--- config.mk ---
export PLATFORM = sky130hd
export DESIGN_NAME = csbo_top
export DESIGN_NICKNAME = d
export VERILOG_FILES = /design/src/design/csbo_pkg.sv /design/src/design/csbo_sync.sv /design/src/design/csbo_top.sv
export SDC_FILE = /design/constraint.sdc
export NUM_CORES = 1
export LEC_CHECK = 0
export BUFFER_PORTS_ARGS = -buffer_cell sky130_fd_sc_hd__buf_2
export CAP_MARGIN = 20
export CORE_AREA = 2 2 39 41
export DETAILED_ROUTE_END_ITERATION = 8
export DIE_AREA = 0 0 41 43
export GPL_ROUTABILITY_DRIVEN = 1
export PLACE_DENSITY_LB_ADDON = 0.08
export REMOVE_ABC_BUFFERS = 1
export SLEW_MARGIN = 20
export SYNTH_ARGS = -nofsm -noshare
export SYNTH_HDL_FRONTEND = slang
export SYNTH_HIERARCHICAL = 1
export SYNTH_SLANG_ARGS = --single-unit
--- constraint.sdc ---
create_clock -name REF_CLK -period 0.85 [get_ports REF_CLK]
set_input_delay 0.0425 -clock REF_CLK [delete_from_list [all_inputs] [get_ports REF_CLK]]
set_output_delay 0.0425 -clock REF_CLK [all_outputs]
set_load 0.02 [all_outputs]
--- src/design/csbo_pkg.sv ---
// Shared types and constants for the socket select and backoff glue.
package csbo_pkg;

    // Synchroniser depth for board straps and a safe post-reset level.
    localparam int   SYNC_STAGES    = 2;
    localparam logic SYNC_RESET_VAL = 1'b0;

    // Fixed drive level of the open-drain socket A disable pin.
    localparam logic OD_DRIVE_LEVEL = 1'b0;

    // Backoff sequencer states.
    typedef enum logic [1:0] {
        ST_IDLE    = 2'b00,
        ST_BACKOFF = 2'b01,
        ST_GRANT   = 2'b10
    } csbo_state_t;

    // Processor local bus cycle strobes, all active low.
    typedef struct packed {
        logic addr_strobe_n;
        logic ready_n;
        logic burst_last_n;
    } csbo_bus_t;

endpackage : csbo_pkg

--- src/design/csbo_sync.sv ---
// Two-stage level synchroniser for board strap inputs.
module csbo_sync #(
    parameter int   WIDTH     = 1,
    parameter logic RESET_VAL = 1'b0
) (
    // Clock, reset and freeze.
    input  wire logic             clk,
    input  wire logic             reset_n,
    input  wire logic             clk_en,
    // Raw level and its synchronised copy.
    input  wire logic [WIDTH-1:0] async_in,
    output logic      [WIDTH-1:0] sync_out
);
    logic [WIDTH-1:0] meta_q;
    logic [WIDTH-1:0] meta_d;
    logic [WIDTH-1:0] sync_q;
    logic [WIDTH-1:0] sync_d;

    // The second stage reads the first; both stages hold while the clock enable is low.
    always_comb begin
        meta_d = clk_en ? async_in : meta_q;
        sync_d = clk_en ? meta_q : sync_q;
    end

    // Both stages reset to a constant.
    always_ff @(posedge clk or negedge reset_n) begin
        if (!reset_n) begin
            meta_q <= {WIDTH{RESET_VAL}};
            sync_q <= {WIDTH{RESET_VAL}};
        end else begin
            meta_q <= meta_d;
            sync_q <= sync_d;
        end
    end

    assign sync_out = sync_q;

endmodule : csbo_sync

--- src/design/csbo_top.sv ---
// Socket select gating and processor backoff sequencer for the local bus.
// What this block does
// - Socket B enabled disables socket A latch.
// - Processor hold grant disables socket A latch.
// - Latch enable is unregistered OR of both.
// - Never drive socket A disable pin high.
// - Open-drain low when socket B enabled.
// - Exactly one processor socket enabled.
// - Bridge backoff request asserts processor backoff.
// - Backoff only during a processor bus access.
// - Backoff only when socket B is enabled.
// - Backoff also needs bridge hold request.
// - Hold grant follows backoff one clock later.
// - Block, not processor, supplies bridge hold grant.
// - Backoff held until bridge drops hold request.
// - Ready acknowledges; ready with burst-last ends.
module csbo_top (
    // Clock, reset and freeze.
    input  wire logic               REF_CLK,
    input  wire logic               RESET_N,
    input  wire logic               CLK_EN,
    // Processor local bus.
    input  wire csbo_pkg::csbo_bus_t LOCAL_BUS,
    input  wire logic               CPU_HOLD_GRANT,
    // Socket select strap and socket A open-drain pin.
    input  wire logic               SOCKET_B_EMUL_DISABLE_N,
    input  wire logic               SOCKET_A_EMUL_DISABLE_N_I,
    output logic                    SOCKET_A_EMUL_DISABLE_N_O,
    output logic                    SOCKET_A_EMUL_DISABLE_N_OE,
    // Socket A address latch.
    output logic                    ADDR_LATCH_OUT_EN_N,
    // Bridge handshake.
    input  wire logic               BRIDGE_BACKOFF_REQUEST,
    input  wire logic               BRIDGE_HOLD_REQUEST,
    output logic                    BRIDGE_HOLD_GRANT,
    // Processor backoff.
    output logic                    CPU_BACKOFF_N
);
    import csbo_pkg::*;

    csbo_state_t state_q;
    csbo_state_t state_d;
    logic        busy_q;
    logic        busy_d;
    logic        busy_now;
    logic        socket_b_on;
    logic        qualify;
    logic        backoff_n_q;
    logic        backoff_n_d;
    logic        grant_q;
    logic        grant_d;

    // An access ends when ready and burst-last coincide.
    function automatic logic access_ends(input csbo_bus_t b);
        return !b.ready_n && !b.burst_last_n;
    endfunction : access_ends

    // The strap is asynchronous to the bus clock, so the sequencer only
    // sees it after two stages; it resets low so no backoff is possible
    // until the strap has really been sampled.
    csbo_sync #(
        .WIDTH     (1),
        .RESET_VAL (SYNC_RESET_VAL)
    ) u_strap_sync (
        .clk      (REF_CLK),
        .reset_n  (RESET_N),
        .clk_en   (CLK_EN),
        .async_in (SOCKET_B_EMUL_DISABLE_N),
        .sync_out (socket_b_on)
    );

    // Pure gates: the latch enable must follow the strap and the hold grant,
    // and the open-drain pin the strap alone, without a clock of delay, so
    // they are not registered even though other outputs are.
    assign ADDR_LATCH_OUT_EN_N =
        SOCKET_B_EMUL_DISABLE_N | CPU_HOLD_GRANT;
    assign SOCKET_A_EMUL_DISABLE_N_O  = OD_DRIVE_LEVEL;
    assign SOCKET_A_EMUL_DISABLE_N_OE = SOCKET_B_EMUL_DISABLE_N;

    // Bus access tracking: opens on address strobe, closes on last ready.
    always_comb begin
        busy_now = busy_q || !LOCAL_BUS.addr_strobe_n;
        busy_d   = busy_now && !access_ends(LOCAL_BUS);
    end

    // Backoff qualifiers, all sampled on the same edge.
    assign qualify = BRIDGE_BACKOFF_REQUEST && busy_now
                     && socket_b_on && BRIDGE_HOLD_REQUEST;

    // Sequencer next state; backoff persists after the bridge drops its
    // backoff request, because that happens as soon as it is granted.
    always_comb begin
        state_d = state_q;
        case (state_q)
            ST_IDLE: begin
                if (qualify) begin
                    state_d = ST_BACKOFF;
                end
            end
            ST_BACKOFF: begin
                state_d = BRIDGE_HOLD_REQUEST ? ST_GRANT : ST_IDLE;
            end
            ST_GRANT: begin
                if (!BRIDGE_HOLD_REQUEST) begin
                    state_d = ST_IDLE;
                end
            end
            default: begin
                state_d = ST_IDLE;
            end
        endcase
        backoff_n_d = (state_d == ST_IDLE);
        grant_d     = (state_d == ST_GRANT);
    end

    // Registers; everything freezes while the clock enable is low.
    always_ff @(posedge REF_CLK or negedge RESET_N) begin
        if (!RESET_N) begin
            state_q     <= ST_IDLE;
            busy_q      <= 1'b0;
            backoff_n_q <= 1'b1;
            grant_q     <= 1'b0;
        end else if (CLK_EN) begin
            state_q     <= state_d;
            busy_q      <= busy_d;
            backoff_n_q <= backoff_n_d;
            grant_q     <= grant_d;
        end
    end

    assign CPU_BACKOFF_N     = backoff_n_q;
    assign BRIDGE_HOLD_GRANT = grant_q;

    // Checks on the gates.
    latch_b_on_off_a: assert property (@(posedge REF_CLK)
        SOCKET_B_EMUL_DISABLE_N |-> ADDR_LATCH_OUT_EN_N)
        else $error("Latch enabled while socket B active.");
    latch_hold_off_a: assert property (@(posedge REF_CLK)
        CPU_HOLD_GRANT |-> ADDR_LATCH_OUT_EN_N)
        else $error("Latch enabled while bus granted away.");
    latch_or_a: assert property (@(posedge REF_CLK)
        (!SOCKET_B_EMUL_DISABLE_N && !CPU_HOLD_GRANT)
            |-> !ADDR_LATCH_OUT_EN_N)
        else $error("Latch disabled with no cause.");
    od_low_only_a: assert property (@(posedge REF_CLK)
        SOCKET_A_EMUL_DISABLE_N_OE |-> !SOCKET_A_EMUL_DISABLE_N_O)
        else $error("Socket A pin driven high.");
    od_enable_a: assert property (@(posedge REF_CLK)
        SOCKET_A_EMUL_DISABLE_N_OE == SOCKET_B_EMUL_DISABLE_N)
        else $error("Socket A pin drive mismatches strap.");
    one_socket_a: assert property (@(posedge REF_CLK)
        (SOCKET_A_EMUL_DISABLE_N_OE && !SOCKET_A_EMUL_DISABLE_N_O)
            == SOCKET_B_EMUL_DISABLE_N)
        else $error("Both or neither processor socket enabled.");

    // Checks on the sequencer.
    bus_backoff_n_cause_a: assert property (@(posedge REF_CLK)
        disable iff (!RESET_N)
        $fell(CPU_BACKOFF_N) |-> $past(busy_now) && $past(socket_b_on)
                                 && $past(BRIDGE_HOLD_REQUEST))
        else $error("Backoff asserted without qualifiers.");
    grant_delay_a: assert property (@(posedge REF_CLK)
        disable iff (!RESET_N)
        (state_q == ST_BACKOFF && CLK_EN && BRIDGE_HOLD_REQUEST)
            |=> BRIDGE_HOLD_GRANT && !CPU_BACKOFF_N)
        else $error("Hold grant not one clock after backoff.");
    grant_needs_bus_backoff_n_a: assert property (@(posedge REF_CLK)
        disable iff (!RESET_N)
        $rose(BRIDGE_HOLD_GRANT) |-> !$past(CPU_BACKOFF_N))
        else $error("Hold grant without prior backoff.");
    bus_backoff_n_hold_a: assert property (@(posedge REF_CLK)
        disable iff (!RESET_N)
        (!CPU_BACKOFF_N && BRIDGE_HOLD_REQUEST) |=> !CPU_BACKOFF_N)
        else $error("Backoff dropped while hold requested.");
    bus_backoff_n_release_a: assert property (@(posedge REF_CLK)
        disable iff (!RESET_N)
        (!CPU_BACKOFF_N && !BRIDGE_HOLD_REQUEST && CLK_EN)
            |=> CPU_BACKOFF_N && !BRIDGE_HOLD_GRANT)
        else $error("Backoff not released after hold drop.");
    reset_idle_a: assert property (@(posedge REF_CLK)
        $rose(RESET_N) |-> CPU_BACKOFF_N && !BRIDGE_HOLD_GRANT)
        else $error("Backoff or grant active out of reset.");

    // Further sequencer checks. The freeze check matters because the clock
    // enable also stalls the strap synchroniser, so a frozen sequencer must
    // neither start nor end a backoff on its own.
    bus_backoff_n_request_a: assert property (@(posedge REF_CLK)
        disable iff (!RESET_N)
        $fell(CPU_BACKOFF_N) |-> $past(BRIDGE_BACKOFF_REQUEST))
        else $error("Backoff asserted without a bridge request.");
    strap_gate_a: assert property (@(posedge REF_CLK)
        disable iff (!RESET_N)
        (!socket_b_on && CPU_BACKOFF_N) |=> CPU_BACKOFF_N)
        else $error("Backoff started with socket B disabled.");
    hold_gate_a: assert property (@(posedge REF_CLK)
        disable iff (!RESET_N)
        (!BRIDGE_HOLD_REQUEST && CPU_BACKOFF_N) |=> CPU_BACKOFF_N)
        else $error("Backoff started without a hold request.");
    grant_only_bus_backoff_n_a: assert property (@(posedge REF_CLK)
        disable iff (!RESET_N)
        BRIDGE_HOLD_GRANT |-> !CPU_BACKOFF_N)
        else $error("Hold grant given while processor not backed off.");
    access_close_a: assert property (@(posedge REF_CLK)
        disable iff (!RESET_N)
        (CLK_EN && access_ends(LOCAL_BUS)) |=> !busy_q)
        else $error("Access still open after ready with burst-last.");
    freeze_hold_a: assert property (@(posedge REF_CLK)
        disable iff (!RESET_N)
        !CLK_EN |=> $stable(CPU_BACKOFF_N) && $stable(BRIDGE_HOLD_GRANT))
        else $error("Sequencer outputs moved while frozen.");

    // Main scenarios.
    bus_backoff_n_seen_c: cover property (@(posedge REF_CLK) disable iff (!RESET_N)
        $fell(CPU_BACKOFF_N) ##1 BRIDGE_HOLD_GRANT);
    release_seen_c: cover property (@(posedge REF_CLK)
        disable iff (!RESET_N)
        BRIDGE_HOLD_GRANT ##1 CPU_BACKOFF_N);
    socket_a_live_c: cover property (@(posedge REF_CLK)
        !SOCKET_A_EMUL_DISABLE_N_OE && SOCKET_A_EMUL_DISABLE_N_I
        && !ADDR_LATCH_OUT_EN_N);
    freeze_seen_c: cover property (@(posedge REF_CLK)
        disable iff (!RESET_N)
        !CLK_EN && BRIDGE_HOLD_GRANT);

endmodule : csbo_top

* Word level (Yosys, flattened, before mapping)
Cells that the tools add are included.
W data, S select, Z words.
** Operators by class
- Equality and inequality tests :: 3
- Muxes and demuxes :: 4
- Bitwise gates (word level) :: 1
- Reductions and logical operators :: 12
** Operator list (count)
- $mux W2 :: 3
- $pmux W2 S3 :: 1
- $logic_and A1 B1 Y1 :: 5
- $eq A2 B2 Y1 const B :: 2
- $logic_not A1 Y1 :: 4
- $logic_not A2 Y1 :: 2
- $eq A2 B1 Y1 const B :: 1
- $logic_or A1 B1 Y1 :: 1
- $or A1 B1 Y1 :: 1
** Storage, ports and cells
- Register bits after elaboration :: 7
- Input port bits :: 11
- Output and inout bits :: 5
- Word-level logic and storage cells :: 26

* Logic depth before layout (Yosys ltp)
Gate-level depths: netlist (run 1).
- Depth in word-level cells :: 8
- Depth in mapped cells :: 4
- Gate-level depth less buffers :: 3

* Modules after synthesis
Netlist (run 1), hierarchy kept.
** By module, submodules not included
- csbo_top :: times used 1, cells an instance 31, area each 287.8 sq um, seq. area each 126.4 sq um
- csbo_sync :: times used 1, cells an instance 4, area each 72.6 sq um, seq. area each 50.0 sq um

* Worst setup path after synthesis (run 1)
No wires, ideal clock.
- Path type :: register to register
- From :: register busy_q
- To :: register backoff_n_q, in the netlist CPU_BACKOFF_N
- Library setup time :: 0.060 ns
- Arrival time :: 0.890 ns
- Data required time :: 0.790 ns
- Slack :: -0.100 ns
- Stages on the path, launching flop included :: 4
- Path buffers :: 0
- Period minus slack after synthesis :: 0.950 ns
- Cell sequence :: dfrtp_1 nand2b_4 a311oi_1 o22a_1
** Between the ends
- Longest elaborated chain between the ends :: 7
** RTL lines
- start, declared :: RTL line csbo_top.sv:43 : logic busy_q;
- start signal, assigned :: RTL line csbo_top.sv:125 : busy_q <= busy_d;
- $logic_or A1 B1 Y1 :: RTL line csbo_top.sv:82 : busy_now = busy_q || !LOCAL_BUS.addr_strobe_n;
- $logic_and A1 B1 Y1 :: RTL line csbo_top.sv:87 : assign qualify = BRIDGE_BACKOFF_REQUEST && busy_now
- $logic_and A1 B1 Y1 (2 in series) :: RTL line csbo_top.sv:88 : && socket_b_on && BRIDGE_HOLD_REQUEST;
- $mux W2 :: RTL line csbo_top.sv:96 : if (qualify) begin
- $pmux W2 S3 :: RTL line csbo_top.sv:94 : case (state_q)
- $logic_not A2 Y1 :: RTL line csbo_top.sv:112 : backoff_n_d = (state_d == ST_IDLE);
- end signal, assigned :: RTL line csbo_top.sv:126 : backoff_n_q <= backoff_n_d;
- end, declared :: RTL line csbo_top.sv:48 : logic backoff_n_q;
No other way between the ends.
A chain may end at the register's enable or synchronous reset.

* Final worst setup path (run 1)
- From :: register state_q[1]
- To :: register state_q[1]
** Between the ends
- Longest elaborated chain between the ends :: 2
- Elaborated cells between the ends (all ways) :: 6
- Those cells by class :: eq/ne: 2; mux: 3; reduce/logical: 1
** RTL lines
- start, declared :: RTL line csbo_top.sv:41 : csbo_state_t state_q;
- start signal, assigned :: RTL line csbo_top.sv:124 : state_q <= state_d;
- $eq A2 B2 Y1 (tied with other cells) :: RTL line csbo_top.sv:94
- $pmux W2 S3 (*) :: RTL line csbo_top.sv:94
Mark *: on every way between the ends. The rest lies on a longest branch, timed or not.

==> metrics.txt, run 1 <==
R2R setup slack=-100 ps; Async SR Flop Fraction=100%; Setup Buffers After CTS=0; RD Place Congestion=about 0.65; status=finished, violations left; Achievable Freq=1060 MHz; Power Internal=0.719 mW; Vias=between 200 and 300; critical path endpoint category=register; final worst slack=-97.0 ps; Max IR drop VDD=a little under 0.0007 V; Place WS=-140 ps; Req. time, crit path=980 ps; Data arrival, critical path=between 1000 and 1500 ps; # DRC=0; met1 usage in global routing=roughly 11%; die width=a little over 40 um; CP Launch Type=register; Yosys top cell area share=between 40% and 50%; Pwr Density=2120 nW/um^2; GRT Util Overall=between 10% and 20%; WL/cell=10.2 um; CP max stage delay=430 ps; vias in the first global route=302; share of post-route cells with drive strength above 1=48.0%; largest net degree at the start of global routing=12; unrepaired setup endpoints after global routing=true; clock latency on the worst-skew pair=250 ps; H-tree Lvls=1; final worst-path cycle share=111%; synth cell count leaders=dfrtp_1 (6), inv_1 (4), buf_4 (3), nand3_1 (3); WS Path Type=register to register; Pins Over Slew Limit=0; CTS Root Cell=clkbuf_4; CP max stage cell=dfrtp_2; Via density=4.36; DR pass1 iterations=1; crit path cell chain=and3b_1 > a31oi_1 > o21ai_1; die area=1760 um^2; Leakage Power=roughly 0.22 nW; Seq pwr share=between 40% and 50%; Reg clk slew, reported paths=50 ps; filler cell count=~150; Hold Path Class=input pin to register; post-synthesis cell type count=20; Final Hold Fails=0; drt total wl=slightly below 700 um; final antenna-violating net count=0; aggregate global routing overflow=0; switching share of power=29.3%; core box area=1380 um^2; total clock sinks=7; GRT met3 Usage=3.14%; first-pass GRT wire length=1.18 mm; NetSw=0.298 mW; WHS=between 40 and 50 ps; vertical die dimension=roughly 43 um; Area Growth Syn to Fin=33.3%; CP max FO=5; Inserted Diodes=0; failing checks=setup timing; IO Port Bufs=13; final setup fails=5; Rows=14; Final Total Pwr=1.02 mW; antenna violations before repair=0; cts bufs inserted=3; GRT met2 Usage=between 10% and 20%; Ys Warns=6; busiest layer in global routing=met2; Iteration-0 DRC Markers=0; MaxCap Viol Count=0; num ports=16; Post-synth EDFFs=0; CTS tree=done; synth top area cells=dfrtp_1 (42%), dfstp_2 (7.3%), buf_4 (6.3%); part of the power in the clock network=29.8%; clock buffer depth=2; count leader, synth=dfrtp_1; Yosys top cell by area=dfrtp_1; Final #Nets=62; min cycle time layout=947 ps; clk_skew=2.30 ps; sequential fraction of the synthesis area=about half; post-layout util=34.7%; Yosys reg bits=7; Combinational Power Share=25.4%; Avg Synthesized Cell Area=around 10 um^2; Post-Synthesis Cells=35; Starting Density=26.0%; ys flop type=dfrtp_1; synthesized cell area=360 um^2
==> logic make-up after synthesis <==
family	Yosys count	synth area share [%]
buffers and inverters	7	10.4
AO/OA/AOI/OAI	9	16.0
AND/OR/NAND/NOR	8	14.9
flip-flops	7	49.0
multiplexers	2	6.25
other	1	1.04
XOR/XNOR	1	2.43
==> cell usage in the layout (no fill, tap or decap), drive strengths merged <==
cell type,count
buf,13
dfrtp,6
inv,4
clkbuf,4
nand3,3
o21ai,2
a21oi,2
mux2,2
dfstp,1
or2,1
nor2b,1
and3b,1
a31oi,1
nor2,1
nand2b,1
a311oi,1
o211ai,1
o22a,1
xor2,1
o22ai,1
conb,1
dlygate4sd3,1
==> timing repair <==
item                                    4_1_cts  5_1_grt
resized for setup                             5        4
hold endpoints to repair                      7        0
pin swaps                                     2        0
endpoints found under the setup margin        5        6
hold buffers                                  1        0
==> power groups by stage <==
stage          sequential (mW)  clock [mW]  combinational, mW
3_5_place_dp             0.450           0              0.223
3_3_place_gp             0.448           0              0.220
6_report                 0.455       0.303              0.259
5_1_grt                  0.463       0.352              0.288
4_1_cts                  0.451       0.317              0.250
2_1_floorplan            0.465           0              0.120
==> worst max-delay path: cells and delay by family, from the launching register on <==
kind               cells  cell delay, ps
AOI/OAI and AO/OA      2             230
DFF                    1             430
and+or+nand+nor        1             170
==> final cells by class <==
| cell class | count | area, um^2 | area share [%] |
|---|---|---|---|
| clock buffers | 4 | 26.3 | 5.47 |
| flip-flops and latches | 7 | 179 | 37.2 |
| repair buffers | 14 | 87.6 | 18.2 |
| inverters | 4 | 15.0 | 3.12 |
| multi-input cells | 21 | 153 | 31.8 |
| well taps | 16 | 20.0 | 4.17 |
==> per-stage QoR <==
stage / cells / setup TNS [ps] / area [um^2]
floorplan: 32 / -128 / 338
finish: 66 / -259 / 480
global route: 66 / -561 / 480
CTS: 66 / -345 / 472
global placement: 61 / -227 / 423
detailed placement: 61 / -287 / 423
==> worst paths after layout <==
check                                                 from                         endpoint  cells after the start
max                                 state_q[1]$_DFFE_PN0P_           state_q[1]$_DFFE_PN0P_                      3
min                                SOCKET_B_EMUL_DISABLE_N  u_strap_sync/meta_q$_DFFE_PN0P_                      2
max reg2reg                         state_q[1]$_DFFE_PN0P_           state_q[1]$_DFFE_PN0P_                      3
min reg2reg                u_strap_sync/meta_q$_DFFE_PN0P_  u_strap_sync/meta_q$_DFFE_PN0P_                      1
max in group asynchronous                          RESET_N        CPU_BACKOFF_N$_DFFE_PN1P_                      2
min in group asynchronous                          RESET_N  u_strap_sync/meta_q$_DFFE_PN0P_                      2
==> routing by layer <==
layer | part of all wire, % | vias to the layer above
met5 | 0 | -
li1 | - | 146
met4 | 0 | 0
met1 | 43 | 134
met3 | 3.4 | 0
met2 | 53 | 8
==> flip-flops by register name, summed over array words and instances (netlist names) <==
register               flops
state_q                    2
BRIDGE_HOLD_GRANT          1
CPU_BACKOFF_N              1
busy_q                     1
u_strap_sync/meta_q        1
u_strap_sync/sync_out      1
Note: power is estimated with default switching activity, not from simulation.
==> run 2: changes to the inputs <==
--- a/config.mk
+++ b/config.mk
@@ -5,6 +5,7 @@
 export SDC_FILE = /design/constraint.sdc
 export NUM_CORES = 1
 export LEC_CHECK = 0
+export ABC_AREA = 1
 export BUFFER_PORTS_ARGS = -buffer_cell sky130_fd_sc_hd__buf_2
 export CAP_MARGIN = 20
 export CORE_AREA = 2 2 39 41
==> run 2 against run 1 <==
Compared with the run above: the run still ends with setup timing left; sequential share of layout area down 4.1 points; combinational power down 24%; highest routed layer unchanged; largest power group unchanged; global-route usage up 0.18 points.
==> metrics.txt, run 2 <==
status=finished, violations left; failing checks=setup timing; Place WS=5.02 ps (+145 ps); hpwl dp=532 um; synth top area cells=dfrtp_1 (44%), nand2_1 (15%), dfstp_2 (7.7%); # DRC=0 (unchanged); Via density=4.32 (-1.1%); setup tns final=-100 ps (+158 ps); Post-Synthesis Cells=44 (+26%); Pins Over Slew Limit=0 (unchanged); critical path endpoint category=output port; cts bufs inserted=3 (unchanged); post-layout util=38.4% (+3.7 points); clk_skew=0.618 ps (-1.68 ps); post-synthesis cell type count=15 (-25%); CP max stage cell=dfstp_2; GRT Util Overall=10.5% (+0.18 points); Avg Synthesized Cell Area=7.79 um^2 (-24%); final worst-path cycle share=111% (-0.85 points); crit path cell chain=buf_6; Hold EP=u_strap_sync/meta_q$_DFFE_PN0P_; Rows=14 (unchanged); antenna violations before repair=0 (unchanged); most frequent cells in the layout=nand2_1 (11), buf_2 (10), dfrtp_1 (6); DR pass1 iterations=4 (+3); synthesized cell area=343 um^2 (-4.9%); R2R setup slack=20 ps (+120 ps); CTS Root Cell=clkbuf_4; Async SR Flop Fraction=100% (unchanged); worst path bufs/invs=1 (+1); die width=41 um (unchanged); largest net degree at the start of global routing=10 (-2); Pwr Density=1690 nW/um^2 (-20%); Req. time, crit path=810 ps (-170 ps); clock latency on the worst-skew pair=250 ps (about the same); WL/cell=11.5 um (+12%); final worst slack=-89.8 ps (+7.22 ps); vertical die dimension=43 um (unchanged); Yosys top cell by area=dfrtp_1; Inserted Diodes=0 (unchanged); drt total wl=906 um (+34%); Reg clk slew, reported paths=50 ps (about the same); ys flop type=dfrtp_1; hold path startpoint=SOCKET_B_EMUL_DISABLE_N; Biggest register=state_q; die area=1760 um^2 (unchanged); Final #Nets=75 (+21%); min cycle time layout=940 ps (-7.22 ps); final setup fails=2 (-3); Crit Reg-Reg Startpoint=state_q[1]$_DFFE_PN0P_; most common cell after layout, fill and taps aside=nand2_1; unrepaired setup endpoints after global routing=true; share of post-route cells with drive strength above 1=46.0% (-2.0 points); hold path cells=3 (+1); core box area=1380 um^2 (unchanged); Data arrival, critical path=900 ps (-180 ps); Yosys top cell area share=43.8% (+2.1 points); MaxCap Viol Count=0 (unchanged); clock buffer depth=2 (unchanged); synth cell count leaders=nand2_1 (14), inv_1 (7), dfrtp_1 (6), nand3_1 (3); CP max stage delay=530 ps (+100 ps); flip-flop count of the largest register after layout=2 (unchanged); Crit path max-delay family=flip-flops; Leakage Power=0.289 nW (+29%); CP max FO=2 (-3); IO Port Bufs=13 (unchanged); RD Place Congestion=0.612 (-5.7%); Hold Path Class=input pin to register; Starting Density=24.8% (-1.3 points); filler cell count=159 (+3.2%); Area Growth Syn to Fin=55.1%; WS Path Type=register to output port; Vias=341 (+18%); H-tree Lvls=1 (unchanged); Achievable Freq=1060 MHz (+0.77%); sequential fraction of the synthesis area=51.5% (+2.5 points); Ys Warns=6 (unchanged); num ports=16 (unchanged); vias in the first global route=307 (+1.7%); Post-synth EDFFs=0 (unchanged); first-pass GRT wire length=1.18 mm (unchanged); count leader, synth=nand2_1; final antenna-violating net count=0 (unchanged); CTS tree=done; Final Hold Fails=0 (unchanged); total clock sinks=7 (unchanged); aggregate global routing overflow=0 (unchanged); Max IR drop VDD=0.000764 V (+11%); Iteration-0 DRC Markers=3 (+3); CP Launch Type=register; cell depth of the worst flop-to-flop path=5 (+2); Yosys reg bits=7 (unchanged); R2R Path End=state_q[1]$_DFFE_PN0P_
[run 2: logic make-up (layout without fill, tap and decap cells)]
group                  count (synthesis)  after routing  synth area share (%)
AND/OR/NAND/NOR                       20             20                  23.7
other                                  1              1                  1.09
AO/OA/AOI/OAI                          6              6                  10.6
buffers and inverters                 10             29                  13.1
flip-flops                             7              7                  51.5
[run 2: routing by layer]
| layer | routed length, um | GRT usage, % | vias up |
|---|---|---|---|
| met5 | 0 | 0 | - |
| met4 | 0 | 10.0 | 0 |
| met3 | 61 | 3.14 | 0 |
| met2 | 537 | 15.3 | 13 |
| met1 | 307 | 11.1 | 158 |
| li1 | - | - | 170 |
[run 2: through the flow]
step                instances  power, mW  hold WS, ps  instance area (um^2)
finish                     79      0.898         11.4                   532
global route               79      0.956         15.7                   532
CTS                        79      0.875         2.02                   483
detailed placement         72      0.531         -113                   420
global placement           72      0.533         -110                   420
floorplan                  42      0.465         -253                   328
[run 2: where the power goes]
group | internal [mW] | switching [mW] | total (mW)
registers | 0.369 | 0.0217 | 0.391
clock network | 0.180 | 0.130 | 0.310
logic | 0.0905 | 0.106 | 0.197
[run 2: layout make-up]
class | count | area, um^2 | area share, %
repair buffers | 17 | 118 | 22.1
well taps | 16 | 20.0 | 3.76
flip-flops and latches | 7 | 176 | 33.2
multi-input cells | 27 | 161 | 30.4
inverters | 8 | 30.0 | 5.65
clock buffers | 4 | 26.3 | 4.94
[run 2: worst max-delay path by stage]
stage | from | endpoint | slack, ps | cells past startpoint
6_report | CPU_BACKOFF_N$_DFFE_PN1P_ | CPU_BACKOFF_N | -90 | 1
5_1_grt | CPU_BACKOFF_N$_DFFE_PN1P_ | CPU_BACKOFF_N | -120 | 1
4_1_cts | CPU_BACKOFF_N$_DFFE_PN1P_ | CPU_BACKOFF_N | -100 | 1
3_5_place_dp | busy_q$_DFFE_PN0P_ | CPU_BACKOFF_N$_DFFE_PN1P_ | 5 | 3
3_3_place_gp | state_q[0]$_DFFE_PN0P_ | state_q[1]$_DFFE_PN0P_ | -10 | 5
2_1_floorplan | CPU_BACKOFF_N$_DFFE_PN1P_ | CPU_BACKOFF_N$_DFFE_PN1P_ | 20 | 2
[run 2: what timing repair did]
action | 4_1_cts | 5_1_grt
setup buffers | 0 | 1
setup endpoints to repair | 2 | 7
hold endpoints to repair | 8 | 0
pin swaps | 0 | 3
hold buffers | 3 | 0
gates resized for setup | 3 | 14
